--- config.mk ---
export PLATFORM = sky130hd
export DESIGN_NAME = pio_device_flat
export DESIGN_NICKNAME = d
export VERILOG_FILES = /design/src/pio_pkg.sv /design/src/pio_link_if.sv /design/src/pio_device.sv /design/src/flat_wrapper.sv
export SDC_FILE = /design/constraint.sdc
export NUM_CORES = 1
export LEC_CHECK = 0
export BUFFER_PORTS_ARGS = -buffer_cell sky130_fd_sc_hd__buf_2
export CAP_MARGIN = 20
export CORE_MARGIN = 2
export CORE_UTILIZATION = 50
export CTS_CLUSTER_DIAMETER = 150
export DETAILED_ROUTE_END_ITERATION = 7
export MAX_ROUTING_LAYER = met4
export PLACE_DENSITY = 0.73
export SYNTH_ARGS = -nofsm -noshare
export SYNTH_HDL_FRONTEND = slang
export SYNTH_SLANG_ARGS = --single-unit
--- constraint.sdc ---
create_clock -name clk -period 2.25 [get_ports clk]
set_clock_uncertainty 0.15 [all_clocks]
set_input_delay 0.225 -clock clk [delete_from_list [all_inputs] [get_ports clk]]
set_output_delay 0.225 -clock clk [all_outputs]
set_load 0.005 [all_outputs]
--- src/pio_pkg.sv ---
// shared constants for the parallel port command decoder and its controller
package pio_pkg;
  localparam int BYTE_W = 8;
  localparam int SW_W   = 16;
  localparam int ADDR_W = 4;
  // ---------------------------------------------------------------
  // control byte decoding
  // ---------------------------------------------------------------
  localparam logic [3:0] MODE_NIB = 4'hF;
  localparam logic [3:0] ICTL_NIB = 4'h7;
  localparam logic [3:0] IEN_NIB  = 4'h3;
  localparam int MODE_HI    = 7;
  localparam int MODE_LO    = 6;
  localparam int ICTL_EN    = 7;
  localparam int ICTL_AND   = 6;
  localparam int ICTL_HIGH  = 5;
  localparam int ICTL_MASKF = 4;
  localparam int VEC_FLAG   = 0;
  localparam logic [1:0] MODE_OUT   = 2'h0;
  localparam logic [1:0] MODE_IN    = 2'h1;
  localparam logic [1:0] MODE_BIDIR = 2'h2;
  localparam logic [1:0] MODE_BIT   = 2'h3;
  localparam logic [1:0] MODE_RESET = MODE_IN;
  localparam logic [7:0] BYTE_ZERO  = 8'h00;
  localparam logic [7:0] BYTE_ONES  = 8'hFF;
  localparam logic [7:0] MASK_RESET = 8'hFF;
  localparam logic [7:0] DIR_RESET  = 8'hFF;
  typedef enum logic [1:0] {PH_CMD, PH_DIR, PH_MASK} phase_type;
  // ---------------------------------------------------------------
  // controller register map and fields
  // ---------------------------------------------------------------
  localparam logic [3:0] REG_CMD    = 4'h0;
  localparam logic [3:0] REG_RDATA  = 4'h4;
  localparam logic [3:0] REG_STATUS = 4'h8;
  localparam logic [3:0] REG_MASK   = 4'hC;
  localparam int CMD_CTL   = 8;
  localparam int CMD_PORTB = 9;
  localparam int CMD_READ  = 10;
  localparam int CMD_FETCH = 11;
  localparam int STAT_DONE = 0;
  localparam int STAT_INT  = 1;
  localparam logic [1:0] STAT_ZERO = 2'h0;
  localparam logic [15:0] SW_ZERO  = 16'h0000;
endpackage
--- src/pio_link_if.sv ---
// link between the processor-side controller and the parallel port device
`timescale 1ns/1ps
interface pio_link_if;
  logic       wr;
  logic       rd;
  logic       port_b_sel;
  logic       ctrl_sel;
  logic [7:0] wdata;
  logic       opcode_fetch_strobe_n;
  logic [7:0] rdata;
  logic       int_req;
  modport host_end (
    output wr,
    output rd,
    output port_b_sel,
    output ctrl_sel,
    output wdata,
    output opcode_fetch_strobe_n,
    input  rdata,
    input  int_req
  );
  modport dev_end (
    input  wr,
    input  rd,
    input  port_b_sel,
    input  ctrl_sel,
    input  wdata,
    input  opcode_fetch_strobe_n,
    output rdata,
    output int_req
  );
endinterface

--- src/pio_device.sv ---
// dual parallel port device: control byte decoder and bit-control interrupt logic
// Contract
// - low nibble all ones selects port mode
// - after bit mode, next byte sets directions
// - even byte loads vector, bit zero zero
// - nibble 0111 sets enable, and/or, level, mask-follows
// - mask-follows makes next byte the mask
// - mask zero monitors line, one excludes it
// - nibble 0011 changes only interrupt enable
// - or plus high: any monitored line high
// - output lines judged from output register
// - selects pick port and control or data
// - interrupt only on false-to-true change
// - ready held low in bit mode
// - bit mode read mixes outputs and inputs
// - enable applies at opcode fetch rising edge
//
// Our own choices: the plain strobed port and the register addresses.
`timescale 1ns/1ps
module pio_device (
  input  wire logic                                  clk,
  input  wire logic                                  resetn,
  pio_link_if.dev_end                                link,
  input  wire logic [1:0][pio_pkg::BYTE_W-1:0]       port_in,
  output logic      [1:0][pio_pkg::BYTE_W-1:0]       port_out,
  output logic      [1:0][pio_pkg::BYTE_W-1:0]       port_oe,
  output logic      [1:0]                            port_rdy
);
  import pio_pkg::*;

  // ---------------------------------------------------------------
  // combining of monitored lines
  // ---------------------------------------------------------------
  // an all-masked port never fires, whatever the combining
  function automatic logic cond_f(input logic [7:0] lines, input logic [7:0] mask,
                                  input logic use_and, input logic high);
    logic [7:0] act;
    act = high ? lines : ~lines;
    if (use_and) begin
      cond_f = (&(act | mask)) && (mask != BYTE_ONES);
    end else begin
      cond_f = |(act & ~mask);
    end
  endfunction

  logic [1:0][7:0] rd_val_w;
  logic [1:0]      pend_w;
  logic [7:0]      rdata_q;
  logic            int_req_q;
  logic            fetch_prev_q;

  wire fetch_low  = ~link.opcode_fetch_strobe_n;
  wire fetch_rise = link.opcode_fetch_strobe_n & ~fetch_prev_q;

  // ---------------------------------------------------------------
  // per-port logic
  // ---------------------------------------------------------------
  for (genvar p = 0; p < 2; p++) begin : g_port
    logic [7:0] in_meta_q;
    logic [7:0] in_sync_q;
    logic [7:0] out_q;
    logic [7:0] dir_q;
    logic [7:0] mask_q;
    logic [7:0] oe_q;
    logic [6:0] vec_q;
    logic [1:0] mode_q;
    logic       ie_q;
    logic       and_q;
    logic       high_q;
    logic       arm_q;
    logic       arm_val_q;
    logic       cond_q;
    logic       pend_q;
    logic       rdy_q;
    phase_type  ph_q;

    // port and register selection
    wire sel    = (p == 1) ? link.port_b_sel : ~link.port_b_sel;
    wire wr_ctl = link.wr & link.ctrl_sel & sel;
    wire wr_dat = link.wr & ~link.ctrl_sel & sel;
    wire rd_dat = link.rd & ~link.ctrl_sel & sel;
    wire [3:0] nib   = link.wdata[3:0];
    wire is_cmd      = wr_ctl && (ph_q == PH_CMD);
    wire is_mode     = is_cmd && (nib == MODE_NIB);
    wire is_vec      = is_cmd && !link.wdata[VEC_FLAG];
    wire is_ictl     = is_cmd && (nib == ICTL_NIB);
    wire is_ien      = is_cmd && (nib == IEN_NIB);
    wire [1:0] new_mode = link.wdata[MODE_HI:MODE_LO];
    // output lines are judged from what the port drives, not from the pins
    wire [7:0] lines = (dir_q & in_sync_q) | (~dir_q & out_q);
    wire cond        = cond_f(lines, mask_q, and_q, high_q);

    assign rd_val_w[p] = (mode_q == MODE_BIT) ? lines :
                                     (mode_q == MODE_OUT) ? out_q : in_sync_q;
    assign pend_w[p]   = pend_q;
    assign port_out[p] = out_q;
    assign port_oe[p]  = oe_q;
    assign port_rdy[p] = rdy_q;

    // pins come from outside: two flops before anything reads them
    always_ff @(posedge clk or negedge resetn) begin
      if (!resetn) begin
        in_meta_q <= BYTE_ZERO;
        in_sync_q <= BYTE_ZERO;
      end else begin
        in_meta_q <= port_in[p];
        in_sync_q <= in_meta_q;
      end
    end

    // control byte sequencing; a byte expected as direction or mask is never decoded
    always_ff @(posedge clk or negedge resetn) begin
      if (!resetn) begin
        ph_q   <= PH_CMD;
        mode_q <= MODE_RESET;
        dir_q  <= DIR_RESET;
        mask_q <= MASK_RESET;
        vec_q  <= 7'h00;
        and_q  <= 1'b0;
        high_q <= 1'b0;
      end else if (wr_ctl) begin
        if (ph_q == PH_DIR) begin
          dir_q <= link.wdata;
          ph_q  <= PH_CMD;
        end else if (ph_q == PH_MASK) begin
          mask_q <= link.wdata;
          ph_q   <= PH_CMD;
        end else if (is_mode) begin
          mode_q <= new_mode;
          if (new_mode == MODE_BIT) begin
            ph_q <= PH_DIR;
          end
        end else if (is_vec) begin
          vec_q <= link.wdata[7:1];
        end else if (is_ictl) begin
          and_q  <= link.wdata[ICTL_AND];
          high_q <= link.wdata[ICTL_HIGH];
          if (link.wdata[ICTL_MASKF]) begin
            ph_q <= PH_MASK;
          end
        end
      end
    end

    // enable: the control word arms it, the next fetch rising edge with no mask byte awaited applies it
    always_ff @(posedge clk or negedge resetn) begin
      if (!resetn) begin
        ie_q      <= 1'b0;
        arm_q     <= 1'b0;
        arm_val_q <= 1'b0;
      end else if (is_ictl) begin
        ie_q      <= 1'b0;
        arm_q     <= 1'b1;
        arm_val_q <= link.wdata[ICTL_EN];
      end else if (is_ien) begin
        ie_q  <= link.wdata[ICTL_EN];
        arm_q <= 1'b0;
      end else if (arm_q && fetch_rise && ph_q != PH_MASK) begin
        ie_q  <= arm_val_q;
        arm_q <= 1'b0;
      end
    end

    // edge-detected request; frozen while the fetch strobe is low so the chain settles
    always_ff @(posedge clk or negedge resetn) begin
      if (!resetn) begin
        cond_q <= 1'b0;
        pend_q <= 1'b0;
      end else if (!fetch_low) begin
        cond_q <= cond;
        if (mode_q == MODE_BIT && ie_q && cond && !cond_q) begin
          pend_q <= 1'b1;
        end else if (rd_dat || wr_dat || !ie_q) begin
          pend_q <= 1'b0;
        end
      end
    end

    // output register, drivers and ready
    always_ff @(posedge clk or negedge resetn) begin
      if (!resetn) begin
        out_q <= BYTE_ZERO;
        oe_q  <= BYTE_ZERO;
        rdy_q <= 1'b0;
      end else begin
        if (wr_dat) begin
          out_q <= link.wdata;
        end
        oe_q  <= (mode_q == MODE_BIT) ? ~dir_q : (mode_q == MODE_OUT) ? BYTE_ONES : BYTE_ZERO;
        rdy_q <= (mode_q != MODE_BIT);
      end
    end
  end

  // ---------------------------------------------------------------
  // read data and interrupt request
  // ---------------------------------------------------------------
  wire [7:0] vec_rd = link.port_b_sel ? {g_port[1].vec_q, 1'b0} : {g_port[0].vec_q, 1'b0};
  wire [7:0] rd_mux = link.ctrl_sel ? vec_rd : rd_val_w[link.port_b_sel];

  // read data stand for exactly the cycle after the read strobe
  always_ff @(posedge clk or negedge resetn) begin
    if (!resetn) begin
      rdata_q      <= BYTE_ZERO;
      int_req_q    <= 1'b0;
      fetch_prev_q <= 1'b1;
    end else begin
      rdata_q      <= link.rd ? rd_mux : BYTE_ZERO;
      int_req_q    <= |pend_w;
      fetch_prev_q <= link.opcode_fetch_strobe_n;
    end
  end

  assign link.rdata   = rdata_q;
  assign link.int_req = int_req_q;
endmodule

--- src/flat_wrapper.sv ---
// flat-port wrapper written by rule: the top's interface ports become plain ports
module pio_device_flat import pio_pkg::*;
  (clk, resetn, port_in, port_out, port_oe, port_rdy, link_wr, link_rd, link_port_b_sel, link_ctrl_sel, link_wdata, link_opcode_fetch_strobe_n, link_rdata, link_int_req);
  pio_link_if link_i ();
  input  wire logic clk;
  input  wire logic resetn;
  input  wire logic [1:0][pio_pkg::BYTE_W-1:0] port_in;
  output logic      [1:0][pio_pkg::BYTE_W-1:0] port_out;
  output logic      [1:0][pio_pkg::BYTE_W-1:0] port_oe;
  output logic      [1:0] port_rdy;
  input wire logic [$bits(link_i.wr)-1:0] link_wr;
  input wire logic [$bits(link_i.rd)-1:0] link_rd;
  input wire logic [$bits(link_i.port_b_sel)-1:0] link_port_b_sel;
  input wire logic [$bits(link_i.ctrl_sel)-1:0] link_ctrl_sel;
  input wire logic [$bits(link_i.wdata)-1:0] link_wdata;
  input wire logic [$bits(link_i.opcode_fetch_strobe_n)-1:0] link_opcode_fetch_strobe_n;
  output wire logic [$bits(link_i.rdata)-1:0] link_rdata;
  output wire logic [$bits(link_i.int_req)-1:0] link_int_req;
  assign link_i.wr = link_wr;
  assign link_i.rd = link_rd;
  assign link_i.port_b_sel = link_port_b_sel;
  assign link_i.ctrl_sel = link_ctrl_sel;
  assign link_i.wdata = link_wdata;
  assign link_i.opcode_fetch_strobe_n = link_opcode_fetch_strobe_n;
  assign link_rdata = link_i.rdata;
  assign link_int_req = link_i.int_req;
  pio_device u_core (.clk(clk), .resetn(resetn), .link(link_i), .port_in(port_in), .port_out(port_out), .port_oe(port_oe), .port_rdy(port_rdy));
endmodule
# Yosys cells after proc, flatten, opt, wreduce, memory -nomap -nowiden
# Cells that the tools add are included.
# Widths: inputs -> output; s select.
dict set report totals {
  reg_bits 144
  in_bits 31
  out_inout_bits 43
}
dict set report classes {
  order_cmp 1
  n_eq_ne 20
  mux 45
  bitwise 37
  n_reduce_logical 62
}
# operator count
set ops {}
lappend ops {{$mux 8} 15}
lappend ops {{$and 8x8->8} 6}
lappend ops {{$not 8->8} 6}
lappend ops {{$or 8x8->8} 4}
lappend ops {{$mux 2} 12}
lappend ops {{$logic_and 1x1->1} 22}
lappend ops {{$reduce_and 5->1} 4}
lappend ops {{$mux 1} 18}
lappend ops {{$ne 8x8->1 const B} 2}
lappend ops {{$reduce_and 8->1} 2}
lappend ops {{$reduce_bool 4->1} 4}
lappend ops {{$reduce_or 8->1} 2}
lappend ops {{$reduce_and 6->1} 2}
lappend ops {{$not 1->1} 11}
lappend ops {{$and 1x1->1} 10}
lappend ops {{$eq 2x2->1 const B} 5}
lappend ops {{$logic_not 2->1} 4}
lappend ops {{$ne 2x2->1 const B} 4}
lappend ops {{$ne 4x3->1 const B} 2}
lappend ops {{$ne 4x4->1 const B} 2}
lappend ops {{$reduce_and 2->1} 4}
lappend ops {{$reduce_and 4->1} 2}
lappend ops {{$reduce_and 3->1} 2}
lappend ops {{$reduce_bool 3->1} 2}
lappend ops {{other kinds (9)} 18}

# Longest topological paths before layout
dict set report logic_depth {
  word_depth 13
  ltp_mapped 8
  depth_no_buf 7
}

# Worst setup path before layout
# Ideal clock, no wire load.
dict set report synth_path {
  kind {reg-to-reg}
  from {register u_core.g_port[1].mode_q[0]}
  to {register u_core.rdata_q[1] (netlist: u_core.link.rdata[1])}
  setup_ns 0.119
  arrival_time_ns 1.837
  required_time_ns 1.981
  path_slack_ns 0.144
  path_stages_with_launch 7
  n_path_buf 1
  synth_period_minus_slack_ns 2.106
  cell_sequence {dfstp_2 -> nand2_1 -> buf_2 -> o21ai_0 -> mux2_2 -> mux4_2 -> and2_1}
}
dict set report synth_between {
  elab_chain_cells 7
  elab_cells_between_ends 8
  classes_between {eq/ne: 1; mux: 6; reduce/logical: 1}
}
# item line
set synth_rtl {}
lappend synth_rtl {{from (decl)} pio_device.sv:66} ;# logic [1:0] mode_q;
lappend synth_rtl {{from (signal assigned)} pio_device.sv:129} ;# mode_q <= new_mode;
lappend synth_rtl {{$logic_not 2->1} pio_device.sv:94} ;# (mode_q == MODE_OUT) ? out_q : in_sync_q;
lappend synth_rtl {{$mux 8} pio_device.sv:94}
lappend synth_rtl {{$mux 8 *} pio_device.sv:93} ;# assign rd_val_w[p] = (mode_q == MODE_BIT) ? lines :
lappend synth_rtl {{$mux 8 (not written as such) * (2 in series)} pio_device.sv:199} ;# wire [7:0] rd_mux = link.ctrl_sel ? vec_rd : rd_val_w[link.port_b_sel];
lappend synth_rtl {{$mux 8 *} pio_device.sv:199}
lappend synth_rtl {{$mux 8 *} pio_device.sv:208} ;# rdata_q <= link.rd ? rd_mux : BYTE_ZERO;
lappend synth_rtl {{to (signal assigned)} pio_device.sv:208}
lappend synth_rtl {{to (decl)} pio_device.sv:48} ;# logic [7:0] rdata_q;
# Mark *: on every way between the ends. The rest lies on a longest branch, timed or not. The select of a mux whose other input is x is not followed.
# A chain may end at the register's enable or synchronous reset.

# Final worst setup path
dict set report layout_path {
  from {register u_core.g_port[1].mode_q[0]}
  to {register u_core.rdata_q[4] (netlist: u_core.link.rdata[4])}
}
# Same word-level chain as after synthesis.

==> run metrics <==
r2r setup slk 80 ps; weighted congestion reported at the end of routability-driven placement 0.8540; leading cell type in the layout, fill and taps excluded sky130_fd_sc_hd__dfrtp_1; sequential share of the synthesized area 0.5661; Place WS -66.09 ps; classification of the worst setup path flop to flop; pwr dens 1094 mW/mm2; Cell Area, Placed 0.007137 mm2; Synth-to-Final Area Change 23.97%; die outline area 0.01381 mm2; count of final hold-check violations 0; largest fanout on the critical path 9; Die Width around 120 um; standard cell core area around 0.013 mm2; maximum clock path buffer count 2; H-tree levels 4; Worst IR Drop VDD ~640 uV; critical path's largest stage delay 550 ps; minimum clock period after layout 2172 ps; adder and majority cell fraction of the synthesized area 0.01554; critical path required time between 2000 and 2500 ps; global-route wire length before repair 24810 um; dpl cells 745; antenna diode instance count 0; fraction of final layout cells sized beyond drive strength 1 0.4240; CP endpoint kind flop; number of antenna violations at the first check in global routing 0; largest family of logic cells by synthesized area multiplexers; top area cells in the synthesized netlist sky130_fd_sc_hd__dfrtp_1 42%, sky130_fd_sc_hd__dfstp_2 14%, sky130_fd_sc_hd__mux2_2 12%, sky130_fd_sc_hd__mux2i_1 5.6%, sky130_fd_sc_hd__o21ai_0 2.5%; maximum operating frequency between 400 and 500 MHz; Post-route DRC 0; Worst-Margin Slew a little under 600 ps; Async S/R FF share, synth 1.000; clock tree root driver cell sky130_fd_sc_hd__clkbuf_16; detailed-route vias per instance 5.557; dominant cell type by area after synthesis sky130_fd_sc_hd__dfrtp_1; result of the run finished, final reports clean; number of synthesized flops with an enable pin 0; hold path startpoint link_wdata[0]; final instance count without filler cells 797; count of mapped cells out of synthesis 496; mean post-synth cell area approximately 13 um2; dpl hpwl between 10000 and 15000 um; number of synthesized register bits 144; Detailed Route WL 15510 um; placement row count 41; post-route worst setup slack 77.57 ps; Netlist cell types 57; RSZ-0062 raised after global routing no; origin of the critical flop-to-flop path u_core.g_port[1].mode_q[0]$_DFFE_PN1P_; detailed-route via count 4429; Hold Crit Depth 2; first-pass iteration count of the detailed router 4; synthesized-area fraction occupied by xor and xnor cells 0.01088; TritonCTS clock tree built; number of buffers created by CTS 17; leakage 3.531 nW; max-cap violations 0; Reg2Reg Capture Point u_core.link.rdata[4]$_DFF_PN0_; global-route usage over all layers 0.2446; top-area cell type share of the netlist area 0.4234; Worst Setup Start Kind flop; multiplexer fraction of the synthesized cell area 0.2255; worst slew slack as a fraction of its limit 0.6114; cell breakdown of the critical path nand2_2 -> o21ai_1 -> mux2_2 -> mux4_2 -> and2_1; highest-count cells in the layout ignoring fill and taps 109 x sky130_fd_sc_hd__dfrtp_1, 72 x sky130_fd_sc_hd__buf_2, 69 x sky130_fd_sc_hd__mux2_2, 35 x sky130_fd_sc_hd__dfstp_2, 34 x sky130_fd_sc_hd__mux2i_1; depth of the worst register-to-register path 5; average wire length per cell after detail routing 19.46 um; arrival time worst endpoint 2340 ps; clock net sink count about 140; share of the synthesized area in compound gates (AO/OA/AOI/OAI) 0.06836; Final Cycle Share 0.9655; nets@finish 651; cell with the biggest individual delay on the critical path sky130_fd_sc_hd__dfstp_2; post-route design area about 0.0080 mm2; Most used DFF post-synth sky130_fd_sc_hd__dfrtp_1; area of the mapped netlist 0.006442 mm2; count of final max-slew check failures 0; IO Count 74; setup violators final 0; area share of and/or/nand/nor cells after synthesis 0.08798; Antenna Violating Nets Remaining 0; post-synthesis net count 535; count of routing violations after the opening detailed-route iteration between 300 and 400; global route overflow 0; height of the die roughly 120 um; largest net degree at the start of global routing 62; Initial Utilization 0.5105; number of global-route vias before repair 4658; worst skew pair latency roughly 420 ps; number of buffers added on ports between 70 and 80; sink of the worst hold path u_core.g_port[1].dir_q[0]$_DFFE_PN1P_; post-CTS clock slew at the launch and capture registers of the worst setup and hold paths 60 ps; Yosys Warn Count 0; HP Class primary input to flop
[cells in the mapped netlist, types with 3 or more instances]
| cell type | number |
|---|---|
| sky130_fd_sc_hd__a21boi_0 | 3 |
| sky130_fd_sc_hd__xnor2_1 | 7 |
| sky130_fd_sc_hd__buf_4 | 3 |
| sky130_fd_sc_hd__nand4_1 | 9 |
| sky130_fd_sc_hd__clkbuf_1 | 10 |
| sky130_fd_sc_hd__nor2b_1 | 15 |
| sky130_fd_sc_hd__dfstp_2 | 35 |
| sky130_fd_sc_hd__o2111a_1 | 3 |
| sky130_fd_sc_hd__mux2_1 | 6 |
| sky130_fd_sc_hd__inv_1 | 11 |
| sky130_fd_sc_hd__and2_1 | 7 |
| sky130_fd_sc_hd__mux4_2 | 7 |
| sky130_fd_sc_hd__ha_1 | 8 |
| sky130_fd_sc_hd__mux2i_1 | 36 |
| sky130_fd_sc_hd__dfrtp_1 | 109 |
| sky130_fd_sc_hd__nor2_1 | 23 |
| sky130_fd_sc_hd__mux2_2 | 69 |
| sky130_fd_sc_hd__nand3_1 | 4 |
| sky130_fd_sc_hd__buf_2 | 6 |
| sky130_fd_sc_hd__nand2b_1 | 3 |
| sky130_fd_sc_hd__or2_2 | 3 |
| sky130_fd_sc_hd__mux2_4 | 6 |
| sky130_fd_sc_hd__nand2_1 | 26 |
| sky130_fd_sc_hd__o21ai_0 | 32 |
| sky130_fd_sc_hd__a21oi_1 | 6 |
| sky130_fd_sc_hd__o31ai_1 | 3 |
| sky130_fd_sc_hd__nor3_1 | 5 |
[logic make-up (layout without fill, tap and decap cells)]
family | Yosys count | count (layout)
compound gates | 68 | 68
flops | 144 | 144
simple gates | 109 | 109
mux | 124 | 124
xor+xnor | 8 | 8
fa+ha+maj | 8 | 8
buf+inv | 35 | 164
[flip-flops by register name (all words and copies together) (netlist names), 2 cells and up]
register                 cells
u_core.g_port.oe_q          16
u_core.g_port.and_q          2
u_core.g_port.out_q         16
u_core.g_port.arm_val_q      2
u_core.g_port.pend_q         2
u_core.link.rdata            8
u_core.g_port.ph_q           4
u_core.g_port.in_meta_q     16
u_core.g_port.high_q         2
u_core.g_port.in_sync_q     16
u_core.g_port.ie_q           2
u_core.g_port.vec_q         14
u_core.g_port.arm_q          2
u_core.g_port.mode_q         4
u_core.g_port.rdy_q          2
u_core.g_port.cond_q         2
u_core.g_port.dir_q         16
u_core.g_port.mask_q        16
[worst max-delay path, delay by kind of cell (launching register included)]
family | cells | cell delay, ps
AND/OR/NAND/NOR | 2 | 300
AO/OA/AOI/OAI | 1 | 230
flip-flops | 1 | 550
multiplexers | 2 | 820
[cell type report]
cell class / instances / area (um2)
Fill cell: 988 / 4633
Inverter: 12 / 45.04
Sequential cell: 144 / 3647
Timing Repair Buffer: 120 / 799.5
Clock inverter: 14 / 158.9
Clock buffer: 18 / 429.2
Tap cell: 172 / 215.2
Multi-Input combinational cell: 317 / 2691
[worst max path at each step]
stage	startpoint	to	slack, ps	depth (start not counted)
finish	u_core.g_port[1].mode_q[0]$_DFFE_PN1P_	u_core.link.rdata[4]$_DFF_PN0_	80	5
global route	u_core.g_port[1].mode_q[0]$_DFFE_PN1P_	u_core.link.rdata[4]$_DFF_PN0_	20	5
CTS	u_core.g_port[1].mode_q[0]$_DFFE_PN1P_	u_core.link.rdata[5]$_DFF_PN0_	-70	5
detailed placement	u_core.g_port[1].mode_q[0]$_DFFE_PN1P_	u_core.link.rdata[4]$_DFF_PN0_	-70	5
global placement	u_core.g_port[1].mode_q[0]$_DFFE_PN1P_	u_core.link.rdata[6]$_DFF_PN0_	70	5
floorplan	u_core.g_port[1].mode_q[0]$_DFFE_PN1P_	u_core.link.rdata[1]$_DFF_PN0_	140	6
[where the power goes]
group	total, mW	switching, mW	leakage, nW	internal [mW]
Sequential	3.83	0.509	1.65	3.32
Combinational	2.15	0.969	1.60	1.18
Clock	2.75	1.11	0.282	1.65
Total	8.74	2.58	3.53	6.15
[through the flow]
step | hold slack (ps) | setup TNS [ps] | util | total power [mW]
6_report | 68.87 | 0 | 0.6329 | 8.737
5_1_grt | 84.91 | 0 | 0.6329 | 9.197
3_3_place_gp | 88.95 | 0 | 0.5655 | 5.776
4_1_cts | 63.62 | -252.8 | 0.6280 | 8.704
2_1_floorplan | -220.6 | 0 | - | 5.086
3_5_place_dp | 100.8 | -197.4 | 0.5655 | 5.892
[per-layer routing]
metal,track usage,vias up,share of wire
li1,-,2021,-
met1,0.3013,2251,0.41
met2,0.4013,133,0.51
met3,0.05426,24,0.053
met4,0.08660,0,0.023
met5,-,-,0
[timing repair]
item / CTS / global route
endpoints found under the hold margin: 70 / 0
gates cloned: 0 / 0
hold buffers: 20 / 0
gates resized for setup: 2 / 25
buffers inserted: 0 / 0
endpoints found under the setup margin: 6 / 16
No activity file was read; power rests on OpenSTA's default activity.
